<file path="src/include/radio_regs_pkg.sv">
// shared constants and types for the radio retry, rf and status register bank
package radio_regs_pkg;

    // register addresses
    localparam logic [4:0] ADDR_RETRANSMIT_DELAY_COUNT = 5'h04;
    localparam logic [4:0] ADDR_RF_CHANNEL_SELECT = 5'h05;
    localparam logic [4:0] ADDR_RF_RATE_POWER_SETUP = 5'h06;
    localparam logic [4:0] ADDR_EVENT_AND_PIPE_FLAGS = 5'h07;

    // command byte: top three bits pick the operation, low five the address
    localparam logic [2:0] CMD_OP_READ = 3'h0;
    localparam logic [2:0] CMD_OP_WRITE = 3'h1;
    localparam int CMD_OP_MSB = 7;
    localparam int CMD_OP_LSB = 5;
    localparam int CMD_ADDR_MSB = 4;

    // retransmit_delay_count fields
    localparam int RETRY_DELAY_CODE_MSB = 7;
    localparam int RETRY_DELAY_CODE_LSB = 4;
    localparam int RETRY_LIMIT_MSB = 3;
    localparam int RETRY_LIMIT_LSB = 0;
    localparam logic [7:0] RETRANSMIT_DELAY_COUNT_RESET = 8'h03;

    // rf_channel_select fields
    localparam int RF_CHANNEL_MSB = 6;
    localparam logic [6:0] RF_CHANNEL_RESET = 7'h02;

    // rf_rate_power_setup fields, bits 7:5 reserved
    localparam int PLL_LOCK_FORCE_BIT = 4;
    localparam int AIR_RATE_SELECT_BIT = 3;
    localparam int TX_POWER_LEVEL_MSB = 2;
    localparam int TX_POWER_LEVEL_LSB = 1;
    localparam int RX_AMP_GAIN_BIT = 0;
    localparam int RF_RATE_POWER_SETUP_MSB = 4;
    localparam logic [4:0] RF_RATE_POWER_SETUP_RESET = 5'h0F;

    // event_and_pipe_flags fields, bit 7 reserved
    localparam int RX_READY_FLAG_BIT = 6;
    localparam int TX_SENT_FLAG_BIT = 5;
    localparam int RETRY_EXHAUSTED_FLAG_BIT = 4;
    localparam int EVENT_FLAGS_LSB = 4;
    localparam int RX_PIPE_MSB = 3;
    localparam int RX_PIPE_LSB = 1;
    localparam int TX_FULL_BIT = 0;
    localparam logic [2:0] EVENT_FLAGS_RESET = 3'h0;
    localparam logic [2:0] RX_PIPE_EMPTY = 3'h7;

    // retransmit delay timing
    localparam int RETRY_STEP_US = 250;
    localparam int CORE_CLK_MHZ = 40;
    localparam int RETRY_STEP_CYCLES = RETRY_STEP_US * CORE_CLK_MHZ;
    localparam int STEP_CNT_W = 14;

    typedef enum logic [1:0] {
        SPI_IDLE = 2'b00,
        SPI_CMD = 2'b01,
        SPI_DATA = 2'b10
    } spi_phase_t;

    typedef enum logic [1:0] {
        RETRY_IDLE = 2'b00,
        RETRY_SEND = 2'b01,
        RETRY_LISTEN = 2'b10
    } retry_state_t;

    typedef struct packed {
        spi_phase_t phase;
        logic [2:0] bit_cnt;
        logic [7:0] shift_in;
        logic [7:0] shift_out;
        logic load_pending;
        logic [7:0] cmd;
        logic wrote;
        logic sck_prev;
        logic [7:0] retr;
        logic [6:0] chan;
        logic [4:0] setup;
        logic [2:0] flags;
        logic [2:0] pipe;
        logic tx_full;
        logic irq_n;
        logic miso_oe_n;
    } bank_state_t;

    typedef struct packed {
        retry_state_t state;
        logic [3:0] retries;
        logic [3:0] step;
        logic [STEP_CNT_W-1:0] cyc;
        logic sent;
        logic exhausted;
        logic retransmit;
        logic listening;
    } retry_engine_state_t;

endpackage

</file>
<file path="src/include/retry_if.sv">
// link between the register bank and the retransmit engine
`timescale 1ns/1ps
interface retry_if;
    logic [3:0] delay_code;
    logic [3:0] retry_limit;
    logic auto_ack;
    logic blocked;
    logic tx_begin;
    logic tx_end;
    logic ack_seen;
    logic tx_sent_evt;
    logic exhausted_evt;
    logic listening;
    logic retransmit;

    modport bank (
        output delay_code,
        output retry_limit,
        output auto_ack,
        output blocked,
        output tx_begin,
        output tx_end,
        output ack_seen,
        input tx_sent_evt,
        input exhausted_evt,
        input listening,
        input retransmit
    );

    modport engine (
        input delay_code,
        input retry_limit,
        input auto_ack,
        input blocked,
        input tx_begin,
        input tx_end,
        input ack_seen,
        output tx_sent_evt,
        output exhausted_evt,
        output listening,
        output retransmit
    );
endinterface

</file>
<file path="src/hw/retry_engine.sv">
// retransmit sequencer: delay timing, acknowledge listening and retry counting
`timescale 1ns/1ps
module retry_engine #(
    parameter int unsigned STEP_CYCLES = radio_regs_pkg::RETRY_STEP_CYCLES
) (
    input wire logic core_clk,
    input wire logic rst,
    input wire logic ce,
    retry_if.engine link
);
    localparam logic [radio_regs_pkg::STEP_CNT_W-1:0] STEP_LAST =
        radio_regs_pkg::STEP_CNT_W'(STEP_CYCLES - 1);

    radio_regs_pkg::retry_engine_state_t st_reg;
    radio_regs_pkg::retry_engine_state_t st_next;

    always_comb begin
        st_next = st_reg;
        st_next.sent = 1'b0;
        st_next.exhausted = 1'b0;
        st_next.retransmit = 1'b0;
        case (st_reg.state)
            radio_regs_pkg::RETRY_IDLE: begin
                // a pending exhausted flag holds off every new packet
                if (link.tx_begin && !link.blocked) begin
                    st_next.state = radio_regs_pkg::RETRY_SEND;
                    st_next.retries = 4'h0;
                end
            end
            radio_regs_pkg::RETRY_SEND: begin
                if (link.tx_end) begin
                    if (link.auto_ack) begin
                        st_next.state = radio_regs_pkg::RETRY_LISTEN;
                        st_next.step = 4'h0;
                        st_next.cyc = '0;
                    end else begin
                        st_next.sent = 1'b1;
                        st_next.state = radio_regs_pkg::RETRY_IDLE;
                    end
                end
            end
            radio_regs_pkg::RETRY_LISTEN: begin
                if (link.ack_seen) begin
                    st_next.sent = 1'b1;
                    st_next.state = radio_regs_pkg::RETRY_IDLE;
                end else if (st_reg.cyc == STEP_LAST) begin
                    st_next.cyc = '0;
                    // code n waits n+1 steps of 250 us
                    if (st_reg.step == link.delay_code) begin
                        if (st_reg.retries < link.retry_limit) begin
                            st_next.retries = st_reg.retries + 4'h1;
                            st_next.retransmit = 1'b1;
                            st_next.state = radio_regs_pkg::RETRY_SEND;
                        end else begin
                            st_next.exhausted = 1'b1;
                            st_next.state = radio_regs_pkg::RETRY_IDLE;
                        end
                    end else begin
                        st_next.step = st_reg.step + 4'h1;
                    end
                end else begin
                    st_next.cyc = st_reg.cyc + 1'b1;
                end
            end
            default: begin
                st_next.state = radio_regs_pkg::RETRY_IDLE;
            end
        endcase
        // receiver stays on for the whole delay window
        st_next.listening = (st_next.state == radio_regs_pkg::RETRY_LISTEN);
    end

    always_ff @(posedge core_clk or posedge rst) begin
        if (rst) begin
            st_reg <= '{state: radio_regs_pkg::RETRY_IDLE, retries: 4'h0, step: 4'h0,
                        cyc: '0, sent: 1'b0, exhausted: 1'b0, retransmit: 1'b0,
                        listening: 1'b0};
        end else if (ce) begin
            st_reg <= st_next;
        end
    end

    assign link.tx_sent_evt = st_reg.sent;
    assign link.exhausted_evt = st_reg.exhausted;
    assign link.retransmit = st_reg.retransmit;
    assign link.listening = st_reg.listening;
endmodule

</file>
<file path="src/hw/radio_retry_rf_status_regs.sv">
// spi-reached register bank for retry setup, rf channel, rf_rate_power_setup and status
//
// Overview of operation
// - The retransmit delay code n waits (n+1) times 250 us from the end of one send to the next.
// - During that delay the primary transmitter keeps its receiver on, listening for an acknowledge.
// - The retry limit field in bits 3:0 caps retransmissions, 0 disabling them, and resets to 3.
// - The channel register holds a 7-bit channel in bits 6:0, reset 2, with bit 7 reserved.
// - Setup bit 4 forces the pll lock indication for test, resetting to 0.
// - Setup bit 3 picks the air rate, 0 for 1 Mbps and 1 for 2 Mbps, resetting to 1.
// - Setup bits 2:1 pick transmit power from -18 dBm up to 0 dBm, resetting to 11.
// - The status byte is shifted out on the serial output while each command byte comes in.
// - Status bit 6 is set on each packet arrival and cleared by writing 1.
// - Status bit 5 is set when a packet is sent, after the acknowledge if that is on, cleared by 1.
// - Status bit 4 is set when retries run out, blocks new sends, and is cleared by writing 1.
// - Status bits 3:1 show the pipe at the receive head, 111 meaning empty, reset 111.
// - Each unmasked event flag pulls the interrupt pin low; masked flags leave it alone.
`timescale 1ns/1ps
module radio_retry_rf_status_regs #(
    parameter int unsigned RETRY_STEP_CYCLES = radio_regs_pkg::RETRY_STEP_CYCLES
) (
    input wire logic core_clk,
    input wire logic rst,
    input wire logic ce,
    input wire logic spi_csn_n,
    input wire logic spi_sck,
    input wire logic spi_mosi,
    output logic spi_miso,
    output logic spi_miso_oe_n,
    output logic irq_n,
    input wire logic mask_rx_ready,
    input wire logic mask_tx_sent,
    input wire logic mask_retry_exhausted,
    input wire logic rx_packet_arrived,
    input wire logic [2:0] rx_head_pipe,
    input wire logic tx_fifo_full,
    input wire logic tx_begin,
    input wire logic tx_end,
    input wire logic ack_received,
    input wire logic auto_acknowledge_short,
    output logic retransmit_req,
    output logic rx_listen,
    output logic [6:0] rf_channel_select,
    output logic air_rate_select,
    output logic [1:0] tx_power_level,
    output logic rx_amp_gain,
    output logic pll_lock_force
);
    radio_regs_pkg::bank_state_t st_reg;
    radio_regs_pkg::bank_state_t st_next;
    retry_if link ();

    function automatic logic [7:0] status_value(input radio_regs_pkg::bank_state_t s);
        logic [7:0] v;
        v = 8'h00;
        v[radio_regs_pkg::RX_READY_FLAG_BIT:radio_regs_pkg::EVENT_FLAGS_LSB] = s.flags;
        v[radio_regs_pkg::RX_PIPE_MSB:radio_regs_pkg::RX_PIPE_LSB] = s.pipe;
        v[radio_regs_pkg::TX_FULL_BIT] = s.tx_full;
        return v;
    endfunction

    function automatic logic [7:0] reg_read(input logic [4:0] addr,
                                            input radio_regs_pkg::bank_state_t s);
        logic [7:0] v;
        v = 8'h00;
        case (addr)
            radio_regs_pkg::ADDR_RETRANSMIT_DELAY_COUNT: v = s.retr;
            radio_regs_pkg::ADDR_RF_CHANNEL_SELECT: v = {1'b0, s.chan};
            radio_regs_pkg::ADDR_RF_RATE_POWER_SETUP: v = {3'h0, s.setup};
            radio_regs_pkg::ADDR_EVENT_AND_PIPE_FLAGS: v = status_value(s);
            default: v = 8'h00;
        endcase
        return v;
    endfunction

    logic sck_rise;
    logic sck_fall;
    logic byte_done;
    logic [7:0] rx_byte;
    logic [2:0] flag_set;
    logic [2:0] flag_clr;
    logic [2:0] flag_mask;
    logic [2:0] cmd_op;
    logic [4:0] cmd_addr;

    always_comb begin
        st_next = st_reg;
        flag_clr = 3'h0;
        sck_rise = !st_reg.sck_prev && spi_sck;
        sck_fall = st_reg.sck_prev && !spi_sck;
        rx_byte = {st_reg.shift_in[6:0], spi_mosi};
        byte_done = sck_rise && (st_reg.bit_cnt == 3'h7);
        cmd_op = st_reg.cmd[radio_regs_pkg::CMD_OP_MSB:radio_regs_pkg::CMD_OP_LSB];
        cmd_addr = st_reg.cmd[radio_regs_pkg::CMD_ADDR_MSB:0];
        st_next.sck_prev = spi_sck;
        st_next.pipe = rx_head_pipe;
        st_next.tx_full = tx_fifo_full;

        if (spi_csn_n) begin
            st_next.phase = radio_regs_pkg::SPI_IDLE;
            st_next.miso_oe_n = 1'b1;
            st_next.load_pending = 1'b0;
        end else if (st_reg.phase == radio_regs_pkg::SPI_IDLE) begin
            // status is loaded at select so its msb is ready before the first edge
            st_next.phase = radio_regs_pkg::SPI_CMD;
            st_next.bit_cnt = 3'h0;
            st_next.shift_out = status_value(st_reg);
            st_next.miso_oe_n = 1'b0;
            st_next.wrote = 1'b0;
            st_next.load_pending = 1'b0;
        end else begin
            if (sck_rise) begin
                st_next.shift_in = rx_byte;
                st_next.bit_cnt = st_reg.bit_cnt + 3'h1;
            end
            if (byte_done) begin
                case (st_reg.phase)
                    radio_regs_pkg::SPI_CMD: begin
                        st_next.cmd = rx_byte;
                        st_next.phase = radio_regs_pkg::SPI_DATA;
                        st_next.load_pending = 1'b1;
                    end
                    radio_regs_pkg::SPI_DATA: begin
                        st_next.load_pending = 1'b1;
                        // only the first data byte of a write frame lands
                        if (cmd_op == radio_regs_pkg::CMD_OP_WRITE && !st_reg.wrote) begin
                            st_next.wrote = 1'b1;
                            case (cmd_addr)
                                radio_regs_pkg::ADDR_RETRANSMIT_DELAY_COUNT: begin
                                    st_next.retr = rx_byte;
                                end
                                radio_regs_pkg::ADDR_RF_CHANNEL_SELECT: begin
                                    st_next.chan = rx_byte[radio_regs_pkg::RF_CHANNEL_MSB:0];
                                end
                                radio_regs_pkg::ADDR_RF_RATE_POWER_SETUP: begin
                                    st_next.setup = rx_byte[radio_regs_pkg::RF_RATE_POWER_SETUP_MSB:0];
                                end
                                radio_regs_pkg::ADDR_EVENT_AND_PIPE_FLAGS: begin
                                    flag_clr = rx_byte[radio_regs_pkg::RX_READY_FLAG_BIT:
                                                       radio_regs_pkg::EVENT_FLAGS_LSB];
                                end
                                default: begin
                                    st_next.wrote = 1'b1;
                                end
                            endcase
                        end
                    end
                    default: begin
                        st_next.phase = radio_regs_pkg::SPI_IDLE;
                    end
                endcase
            end
            if (sck_fall) begin
                if (st_reg.load_pending) begin
                    st_next.load_pending = 1'b0;
                    if (cmd_op == radio_regs_pkg::CMD_OP_READ) begin
                        st_next.shift_out = reg_read(cmd_addr, st_reg);
                    end else begin
                        st_next.shift_out = 8'h00;
                    end
                end else begin
                    st_next.shift_out = {st_reg.shift_out[6:0], 1'b0};
                end
            end
        end

        // an event in the same cycle as its clear survives the clear
        flag_set = {rx_packet_arrived, link.tx_sent_evt, link.exhausted_evt};
        st_next.flags = (st_reg.flags & ~flag_clr) | flag_set;
        flag_mask = {mask_rx_ready, mask_tx_sent, mask_retry_exhausted};
        st_next.irq_n = ~|(st_next.flags & ~flag_mask);
    end

    always_ff @(posedge core_clk or posedge rst) begin
        if (rst) begin
            st_reg <= '{phase: radio_regs_pkg::SPI_IDLE, bit_cnt: 3'h0, shift_in: 8'h00,
                        shift_out: 8'h00, load_pending: 1'b0, cmd: 8'h00, wrote: 1'b0,
                        sck_prev: 1'b0,
                        retr: radio_regs_pkg::RETRANSMIT_DELAY_COUNT_RESET,
                        chan: radio_regs_pkg::RF_CHANNEL_RESET,
                        setup: radio_regs_pkg::RF_RATE_POWER_SETUP_RESET,
                        flags: radio_regs_pkg::EVENT_FLAGS_RESET,
                        pipe: radio_regs_pkg::RX_PIPE_EMPTY, tx_full: 1'b0,
                        irq_n: 1'b1, miso_oe_n: 1'b1};
        end else if (ce) begin
            st_reg <= st_next;
        end
    end

    assign link.delay_code =
        st_reg.retr[radio_regs_pkg::RETRY_DELAY_CODE_MSB:radio_regs_pkg::RETRY_DELAY_CODE_LSB];
    assign link.retry_limit =
        st_reg.retr[radio_regs_pkg::RETRY_LIMIT_MSB:radio_regs_pkg::RETRY_LIMIT_LSB];
    assign link.auto_ack = auto_acknowledge_short;
    assign link.blocked = st_reg.flags[radio_regs_pkg::RETRY_EXHAUSTED_FLAG_BIT -
                                       radio_regs_pkg::EVENT_FLAGS_LSB];
    assign link.tx_begin = tx_begin;
    assign link.tx_end = tx_end;
    assign link.ack_seen = ack_received;

    retry_engine #(
        .STEP_CYCLES(RETRY_STEP_CYCLES)
    ) u_retry_engine (
        .core_clk(core_clk),
        .rst(rst),
        .ce(ce),
        .link(link)
    );

    assign spi_miso = st_reg.shift_out[7];
    assign spi_miso_oe_n = st_reg.miso_oe_n;
    assign irq_n = st_reg.irq_n;
    assign retransmit_req = link.retransmit;
    assign rx_listen = link.listening;
    assign rf_channel_select = st_reg.chan;
    assign pll_lock_force = st_reg.setup[radio_regs_pkg::PLL_LOCK_FORCE_BIT];
    assign air_rate_select = st_reg.setup[radio_regs_pkg::AIR_RATE_SELECT_BIT];
    assign tx_power_level =
        st_reg.setup[radio_regs_pkg::TX_POWER_LEVEL_MSB:radio_regs_pkg::TX_POWER_LEVEL_LSB];
    assign rx_amp_gain = st_reg.setup[radio_regs_pkg::RX_AMP_GAIN_BIT];
endmodule

</file>
<file path="config.mk">
export PLATFORM = sky130hd
export DESIGN_NAME = radio_retry_rf_status_regs
export DESIGN_NICKNAME = d
export VERILOG_FILES = /design/src/include/radio_regs_pkg.sv /design/src/include/retry_if.sv /design/src/hw/retry_engine.sv /design/src/hw/radio_retry_rf_status_regs.sv
export SDC_FILE = /design/constraint.sdc
export NUM_CORES = 1
export LEC_CHECK = 0
export BUFFER_PORTS_ARGS = -buffer_cell sky130_fd_sc_hd__buf_2
export CAP_MARGIN = 20
export CORE_MARGIN = 2
export CORE_UTILIZATION = 35
export CTS_CLUSTER_DIAMETER = 50
export DETAILED_ROUTE_END_ITERATION = 12
export PLACE_DENSITY = 0.5
export SLEW_MARGIN = 20
export SYNTH_ARGS = -nofsm -noshare
export SYNTH_HDL_FRONTEND = slang
export SYNTH_HIERARCHICAL = 1
export SYNTH_SLANG_ARGS = --single-unit
</file>
<file path="constraint.sdc">
create_clock -name core_clk -period 3.2 [get_ports core_clk]
set_input_delay 0.16 -clock core_clk [delete_from_list [all_inputs] [get_ports core_clk]]
set_output_delay 0.16 -clock core_clk [all_outputs]
set_load 0.05 [all_outputs]
</file>
# After elaboration in Yosys (flattened, before gate mapping)
# Index checks and enable logic that the tools add are counted.
dict set report word_totals {
  register_bits 89
}
dict set report op_classes {
  muxes 50
  reduce_logical 37
  bitwise_logic 7
  order_cmp 1
  n_eq_ne 22
  addsub 4
}
# op n
set ops {}
lappend ops {{19-bit case mux with 2 select lines} 1}
lappend ops {{7-bit AND reduction} 5}
lappend ops {{8-bit case mux with 4 select lines} 1}
lappend ops {{8-bit two-way mux} 3}
lappend ops {{22-bit two-way mux} 1}
lappend ops {{5-bit by 3-bit == test with 1-bit output (second input constant)} 4}
lappend ops {{10-bit two-way mux} 2}
lappend ops {{19-bit two-way mux} 1}
lappend ops {{18-bit two-way mux} 1}
lappend ops {{2-bit two-way mux} 9}
lappend ops {{3-bit two-way mux} 6}
lappend ops {{9-bit two-way mux} 2}
lappend ops {{2-bit nonzero test} 8}
lappend ops {{5-bit AND reduction} 3}
lappend ops {{14-bit by 1-bit adder with 14-bit output (second input constant)} 1}
lappend ops {{14-bit == test (second input constant)} 1}
lappend ops {{14-bit two-way mux} 1}
lappend ops {{1-bit two-way mux} 13}
lappend ops {{6-bit two-way mux} 2}
lappend ops {{11-bit two-way mux} 1}
lappend ops {{3-bit AND reduction} 3}
lappend ops {{4-bit by 1-bit adder with 4-bit output (second input constant)} 2}
lappend ops {{4-bit two-way mux} 2}
lappend ops {{2-bit by 1-bit != test with 1-bit output (second input constant)} 4}
lappend ops {{other kinds (26)} 44}

# Depth between registers and ports, before layout
# Gate-level depths: netlist (run 1).
dict set report logic_depth {
  word_depth 13
  ltp_mapped 8
  depth_no_buf 7
}

# Hierarchy
# The synthesis (run 1) kept the hierarchy.
# mod area_per_inst_um2 n_inst cells_each
set modules_own_cells {}
lappend modules_own_cells {radio_retry_rf_status_regs 2969.1 1 252}
lappend modules_own_cells {retry_engine 1820.5 1 204}

# Worst setup path after synthesis (run 1)
# No wires, ideal clock.
dict set report synth_path {
  path_type {register -> register}
  from {reg st_reg (netlist bit cmd_op[1])}
  to {reg st_reg (netlist bit rf_channel_select[0])}
  t_required_ps 3075
  path_slack_ps 973
  path_stages_with_launch 6
  arrival_ps 2102
  path_cell_list {dfrtp_1 > or4b_1 > or3_1 > buf_6 > nor4b_4 > mux2_2}
}
dict set report synth_between {
  elab_chain_len 3
}
# element line_no
set synth_rtl {}
lappend synth_rtl {{start: declaration} radio_retry_rf_status_regs.sv:48} ;# radio_regs_pkg::bank_state_t st_reg;
lappend synth_rtl {{start signal: assignment} radio_retry_rf_status_regs.sv:175} ;# st_reg <= '{phase: radio_regs_pkg::SPI_IDLE, bit_cnt: 3'h0, shift_in: 8'h00,
lappend synth_rtl {{start signal: assignment} radio_retry_rf_status_regs.sv:185} ;# st_reg <= st_next;
lappend synth_rtl {{3-bit by 1-bit == test with 1-bit output} radio_retry_rf_status_regs.sv:125} ;# if (cmd_op == radio_regs_pkg::CMD_OP_WRITE && !st_reg.wrote) begin
lappend synth_rtl {{1-bit logical AND} radio_retry_rf_status_regs.sv:125}
lappend synth_rtl {{7-bit AND reduction (no source line)} --}
# Every way passes these cells.
# A chain may end at the register's enable or synchronous reset.

# Worst setup path in the final report (run 1)
dict set report layout_path {
  from {reg st_reg[59] in the netlist's numbering}
  to {reg st_reg (netlist bit rf_channel_select[4])}
}
dict set report layout_between {
  elab_chain_len 3
  elab_cells_between_ends 4
  cone_classes {eq/ne: 1; bitwise: 1; reduce/logical: 2}
}
# element line_no
set layout_rtl {}
lappend layout_rtl {{2-bit zero test} radio_retry_rf_status_regs.sv:102} ;# end else if (st_reg.phase == radio_regs_pkg::SPI_IDLE) begin
lappend layout_rtl {{1-bit NOT (no source line)} --}
lappend layout_rtl {{7-bit AND reduction (no source line) (*)} --}
# Every way passes the cells marked *; elsewhere a longest branch is shown, timed or not.

==> results.yml, run 1 <==
setup_path:
  critical_path_class: "register to register"
  r2r_end: "rf_channel_select[4]"
  critPathArrivalTime_ps: 2750
  slowest_delay_ps: 590
  ff2ff_setup_slack_ps: 680
  r2r_start: "st_reg[59]"
  r2r_cells: 6
  critPathTopFamily: "simple AND/OR/NAND/NOR gates"
  critPathCaptureType: "register"
  slowest_stage: "nor4b_4"
  critPathMaxFanout: 7
  cp-start-kind: "register"
  path_cells: "inv_1 -> ha_1 -> nor3b_1 -> nand3_2 -> nor4b_4 -> mux2_2"
  crit_buf_inv: 1
  worst_ep_required_time_ps: 3430
floorplan:
  die_w_um: 121.0
  core_um2: 13300
  start_util_pct: 36.02
  rows: 42
  die_h_um: 121.0
  die_area_um2: 14640
  io-pin-count: 35
sta:
  hold_viol_final: 0
  relSlewSlack_pct: 41.87
  finalSetupViolations: 0
  fin_crit_ps: 2521
  worstMarginPinSlew_ps: 870.7
  rsz0062_at_grt: "false"
  slew_violations: 0
  tns_ps: 0
  fin_skew_ps: 14.59
  fin_crit_sh_pct: 78.77
  max_freq_mhz: 396.7
layout:
  final_common_cell: "dfrtp_1"
  drive_gt1_share_pct: 25.51
  syn_to_final_growth_pct: 12.38
  seqCellArea_um2: 2217
  nets: 518
  largest_reg_flops: 24
  multi_input_area_um2: 2315
  layout_common_cells: "dfrtp_1 (76), nand2_1 (50), o21ai_0 (37)"
  fill_cells: 1317
  antenna_cells: 0
power:
  p_seq_share_pct: 43.5
  vdd_drop_max_uv: 345.8
  p_switching_mw: 1.152
  p_sw_share_pct: 35.00
  power_mw: 3.293
  clkPwrFrac_pct: 30.5
  leakage_nw: 2.305
  internal_power_mw: 2.140
  p_comb_share_pct: 25.9
  powerDensity_nw_per_um2: 611.7
cts:
  ctsHtreeMaxLevel: 3
  clk_pin_slew_ps: 70
  holdBufCountCts: 1
  cts_setup_buffers: 0
  clkLatencyLatePin_ps: 350
  cts_buffer_depth: 2
  cts_tree: "built"
  clock_sinks: 88
  cts-root-buf: "clkbuf_16"
  cts_buffers: 9
  ctsResizeCount: 0
logic_synthesis:
  synth_flop_cell: "dfrtp_1"
  synth_edf_count: 0
  synth-seq-area-share_pct: 46.29
  syn_area_um2: 4790
  synthCells: 456
  ys_ff_latch: 88
  yosysWarnings: 6
  ys_types: 69
  avgSynthCellArea_um2: 10.50
  syn_nets: 489
  synth_async_sr_flop_share_pct: 100.0
grt:
  antenna_found_initial: 0
  grt_pass1_wl_um: 19070
  globalRoute.totalOverflow: 0
  track_usage_pct: 16.84
  grt_max_degree: 42
  grt_pass1_vias: 3565
placement:
  gp_congestion: 0.7936
  portBuffers: 34
  place_hpwl_um: 8374
route:
  vias: 3520
  firstDrtPassIters: 6
  routed_wl_um: 11320
  viasPerCell: 5.285
  wire_per_inst_um: 16.99
  ant_nets: 0
  drtIter0Drc: 214
  drc_errors: 0
worst_hold_path:
  min_path_type: "input pin to register"
  whs_path_depth: 2
  min-delay-start: "tx_fifo_full"
  whs_endpoint: "st_reg[2]"
flow_run:
  cap_violations: 0
status:
  status: "finished clean"
[how the worst max path moves through the flow]
stage	slack, ps	from	end	depth (start not counted)
floorplan	970	cmd_op[1]	rf_channel_select[0]	5
global route	440	st_reg[59]	rf_channel_select[4]	6
CTS	700	st_reg[59]	rf_channel_select[4]	6
finish	680	st_reg[59]	rf_channel_select[4]	6
global placement	760	st_reg[59]	link.retry_limit[2]	6
detailed placement	710	st_reg[59]	rf_channel_select[3]	6
[logic make-up after synthesis]
logic type      after synthesis  synth area share [%]
simple gates                144                 16.56
flops                        88                 46.29
compound gates               98                 14.29
buf+inv                      54                 5.381
xor+xnor                     13                 2.377
mux                          44                 11.18
fa+ha+maj                    15                 3.918
[cell type report]
type                       count  area share, %
timing repair buffer          43          4.463
tap                          176          4.091
multi-input combinational    314          43.00
inverter                      29          2.022
clock inverter                 6         0.7903
clock buffer                  10          4.440
sequential                    88          41.19
[stage by stage]
step	hold slack, ps	setup slack (ps)	instance area (um2)	utilization [%]	cells
final	42.90	679.4	5383	40.49	666
after global routing	24.46	437.0	5383	40.49	666
after CTS	30.34	695.7	5383	40.49	666
after detailed placement	281.4	711.5	5091	38.29	649
after global placement	281.4	756.0	5091	38.29	649
after floorplan	225.4	973.1	4790	-	456
[synthesized netlist by cell type (all sizes together) (4+ instances only)]
library cell   n  share of area, %
nand4          5              0.65
a222oi         5               1.0
a22oi          4              0.63
clkbuf        10              0.78
nand3b         4              0.63
inv           29               2.3
nor4           8               2.0
dfstp         12               6.6
mux2i          4              0.84
nor3           7              0.84
nand2b         5              0.65
mux2          36               8.5
ha            15               3.9
nor2          33               2.6
nand2         50               3.9
dfrtp         76                40
a21oi          4              0.50
a22o           5              0.91
o211ai         4              0.73
o21ai         37               3.9
o41ai          6               1.1
mux4           4               1.9
a31oi          5              0.65
xnor2         13               2.4
o31ai          4              0.63
buf           15               2.3
nand3         10               1.1
[power by group through the flow]
stage               clock [mW]  sequential (mW)  combinational, mW
floorplan                    0             1.44              0.599
global placement             0             1.45              0.836
detailed placement           0             1.45              0.856
CTS                       1.03             1.43              0.862
global route              1.09             1.46              0.969
finish                    1.00             1.43              0.854
[metal layers]
metal / part of all wire (%) / vias to the layer above / global-route usage, %
li1: - / 1716 / -
met1: 49 / 1724 / 24.64
met2: 45 / 69 / 24.44
met3: 4.0 / 11 / 3.618
met4: 1.8 / 0 / 6.032
met5: 0 / - / 0
(Power assumes the default switching activity.)
==> inputs of run 2 (changes only) <==
Clock period 3.2 ns to 2.4 ns, I/O delays scaled along.
==> run 2 against run 1 <==
Against the previous run:
- worst hold slack got worse by 25 ps
- sequential power rose by 34%
- global-route usage fell by 0.082 points
- cell area rose by 3.1%
- highest routed layer unchanged
- non-clock buffer count rose by 17
- critical path depth did not move
- worst setup slack got worse by 600 ps
- clock power rose by 38%
==> results.yml, run 2 (synthesis results as in run 1) <==
status:
  status: "finished clean"
sta:
  slew_violations: 0
  hold_viol_final: 0
  tns_ps: 0
  max_freq_mhz: 430.5
  relSlewSlack_pct: 59.50
  fin_skew_ps: 7.773
  fin_crit_sh_pct: 96.79
  fin_crit_ps: 2323
  worstMarginPinSlew_ps: 602.9
  setup_slack_ps: 76.93
  finalSetupViolations: 0
power:
  leakage_nw: 2.414
  p_seq_share_pct: 42.9
  internal_power_mw: 2.947
  vdd_drop_max_uv: 399.8
  p_switching_mw: 1.524
  clkPwrFrac_pct: 31.0
  power_mw: 4.471
  powerDensity_nw_per_um2: 805.7
  p_comb_share_pct: 26.2
  p_sw_share_pct: 34.08
layout:
  syn_to_final_growth_pct: 15.86
  final_area_um2: 5549
  antenna_cells: 0
  fill_cells: 1287
  nets: 535
  layout_common_cells: "dfrtp_1 (76), nand2_1 (50), o21ai_0 (37)"
  final_common_cell: "dfrtp_1"
  final_util_pct: 41.74
  drive_gt1_share_pct: 27.02
  largest_reg_flops: 24
placement:
  gp_congestion: 0.8337
  portBuffers: 34
  place_hpwl_um: 8380
  place_ws_ps: 64.79
  placed_cell_area_um2: 5186
worst_hold_path:
  min_path_type: "input pin to register"
  min-delay-start: "rx_head_pipe[1]"
  whs_endpoint: "st_reg[4]"
  whs_path_depth: 2
setup_path:
  critPathCaptureType: "register"
  r2r_cells: 6
  cp-start-kind: "register"
  critical_path_class: "register to register"
  r2r_end: "u_retry_engine/st_reg[20]"
  worst_ep_required_time_ps: 2680
  r2r_start: "u_retry_engine/st_reg[9]"
  ff2ff_setup_slack_ps: 80
  critPathMaxFanout: 8
  critPathArrivalTime_ps: 2610
cts:
  clkLatencyLatePin_ps: 350
  cts_buffer_depth: 2
  cts_buffers: 9
  cts-root-buf: "clkbuf_16"
  ctsHtreeMaxLevel: 3
  clk_pin_slew_ps: 60
  clock_sinks: 88
  cts_tree: "built"
floorplan:
  io-pin-count: 35
  die_h_um: 121.0
  rows: 42
  die_area_um2: 14640
  start_util_pct: 36.02
  die_w_um: 121.0
  core_um2: 13300
flow_run:
  cap_violations: 0
route:
  drc_errors: 0
  vias: 3619
  firstDrtPassIters: 5
  ant_nets: 0
  wire_per_inst_um: 16.93
  drtIter0Drc: 226
  viasPerCell: 5.299
  routed_wl_um: 11560
grt:
  antenna_found_initial: 0
  grt_pass1_vias: 3559
  track_usage_pct: 16.76
  globalRoute.totalOverflow: 0
  grt_max_degree: 61
  grt_pass1_wl_um: 18950
[run 2: layer usage]
layer | track usage (%) | part of all wire [%] | vias to the layer above
met1 | 23.47 | 47 | 1783
met4 | 6.105 | 2.0 | 0
met3 | 4.041 | 4.9 | 13
met2 | 25.18 | 46 | 83
li1 | - | - | 1740
met5 | 0 | 0 | -
[run 2: worst max-delay path: stages (launching register included)]
cell	delay [ps]
dfrtp_1	430
or4bb_4	580
or4_4	620
buf_4	180
nor4_1	270
mux2i_1	120
nand2_1	70
[run 2: what timing repair did]
item | 4_1_cts | 5_1_grt
endpoints found under the setup margin | 0 | 11
hold buffers | 5 | 0
gates resized for setup | 0 | 4
endpoints found under the hold margin | 80 | 0
buffers inserted | 0 | 2
[run 2: worst max path at each step]
stage                                  start                   endpoint  slack (ps)  cells past startpoint
finish              u_retry_engine/st_reg[9]  u_retry_engine/st_reg[20]          80                      6
CTS                                cmd_op[1]       rf_channel_select[3]          60                      5
floorplan                          cmd_op[1]       rf_channel_select[0]         170                      5
detailed placement                 cmd_op[1]       rf_channel_select[3]          60                      5
global route        u_retry_engine/st_reg[9]  u_retry_engine/st_reg[20]          -2                      6
global placement                   cmd_op[1]       rf_channel_select[6]         110                      5
[run 2: power by group through the flow]
stage	logic (mW)	registers, mW	clock network (mW)
floorplan	0.799	1.92	0
global placement	1.14	1.94	0
detailed placement	1.16	1.94	0
CTS	1.17	1.92	1.42
global route	1.31	1.95	1.49
finish	1.17	1.92	1.38
[run 2: metrics by stage]
step           hold slack [ps]  std cells
6_report                 18.19        683
5_1_grt                  26.24        683
4_1_cts                  11.09        681
3_5_place_dp             227.2        660
3_3_place_gp             225.3        660
2_1_floorplan            185.4        456
[run 2: final cells by class]
| type | count | area, um2 | area share, % |
|---|---|---|---|
| clock buffer | 12 | 236.5 | 4.262 |
| clock inverter | 4 | 45.04 | 0.8117 |
| inverter | 29 | 108.9 | 1.962 |
| multi-input combinational | 314 | 2331 | 42.01 |
| sequential | 88 | 2217 | 39.95 |
| tap | 176 | 220.2 | 3.968 |
| timing repair buffer | 60 | 390.4 | 7.035 |
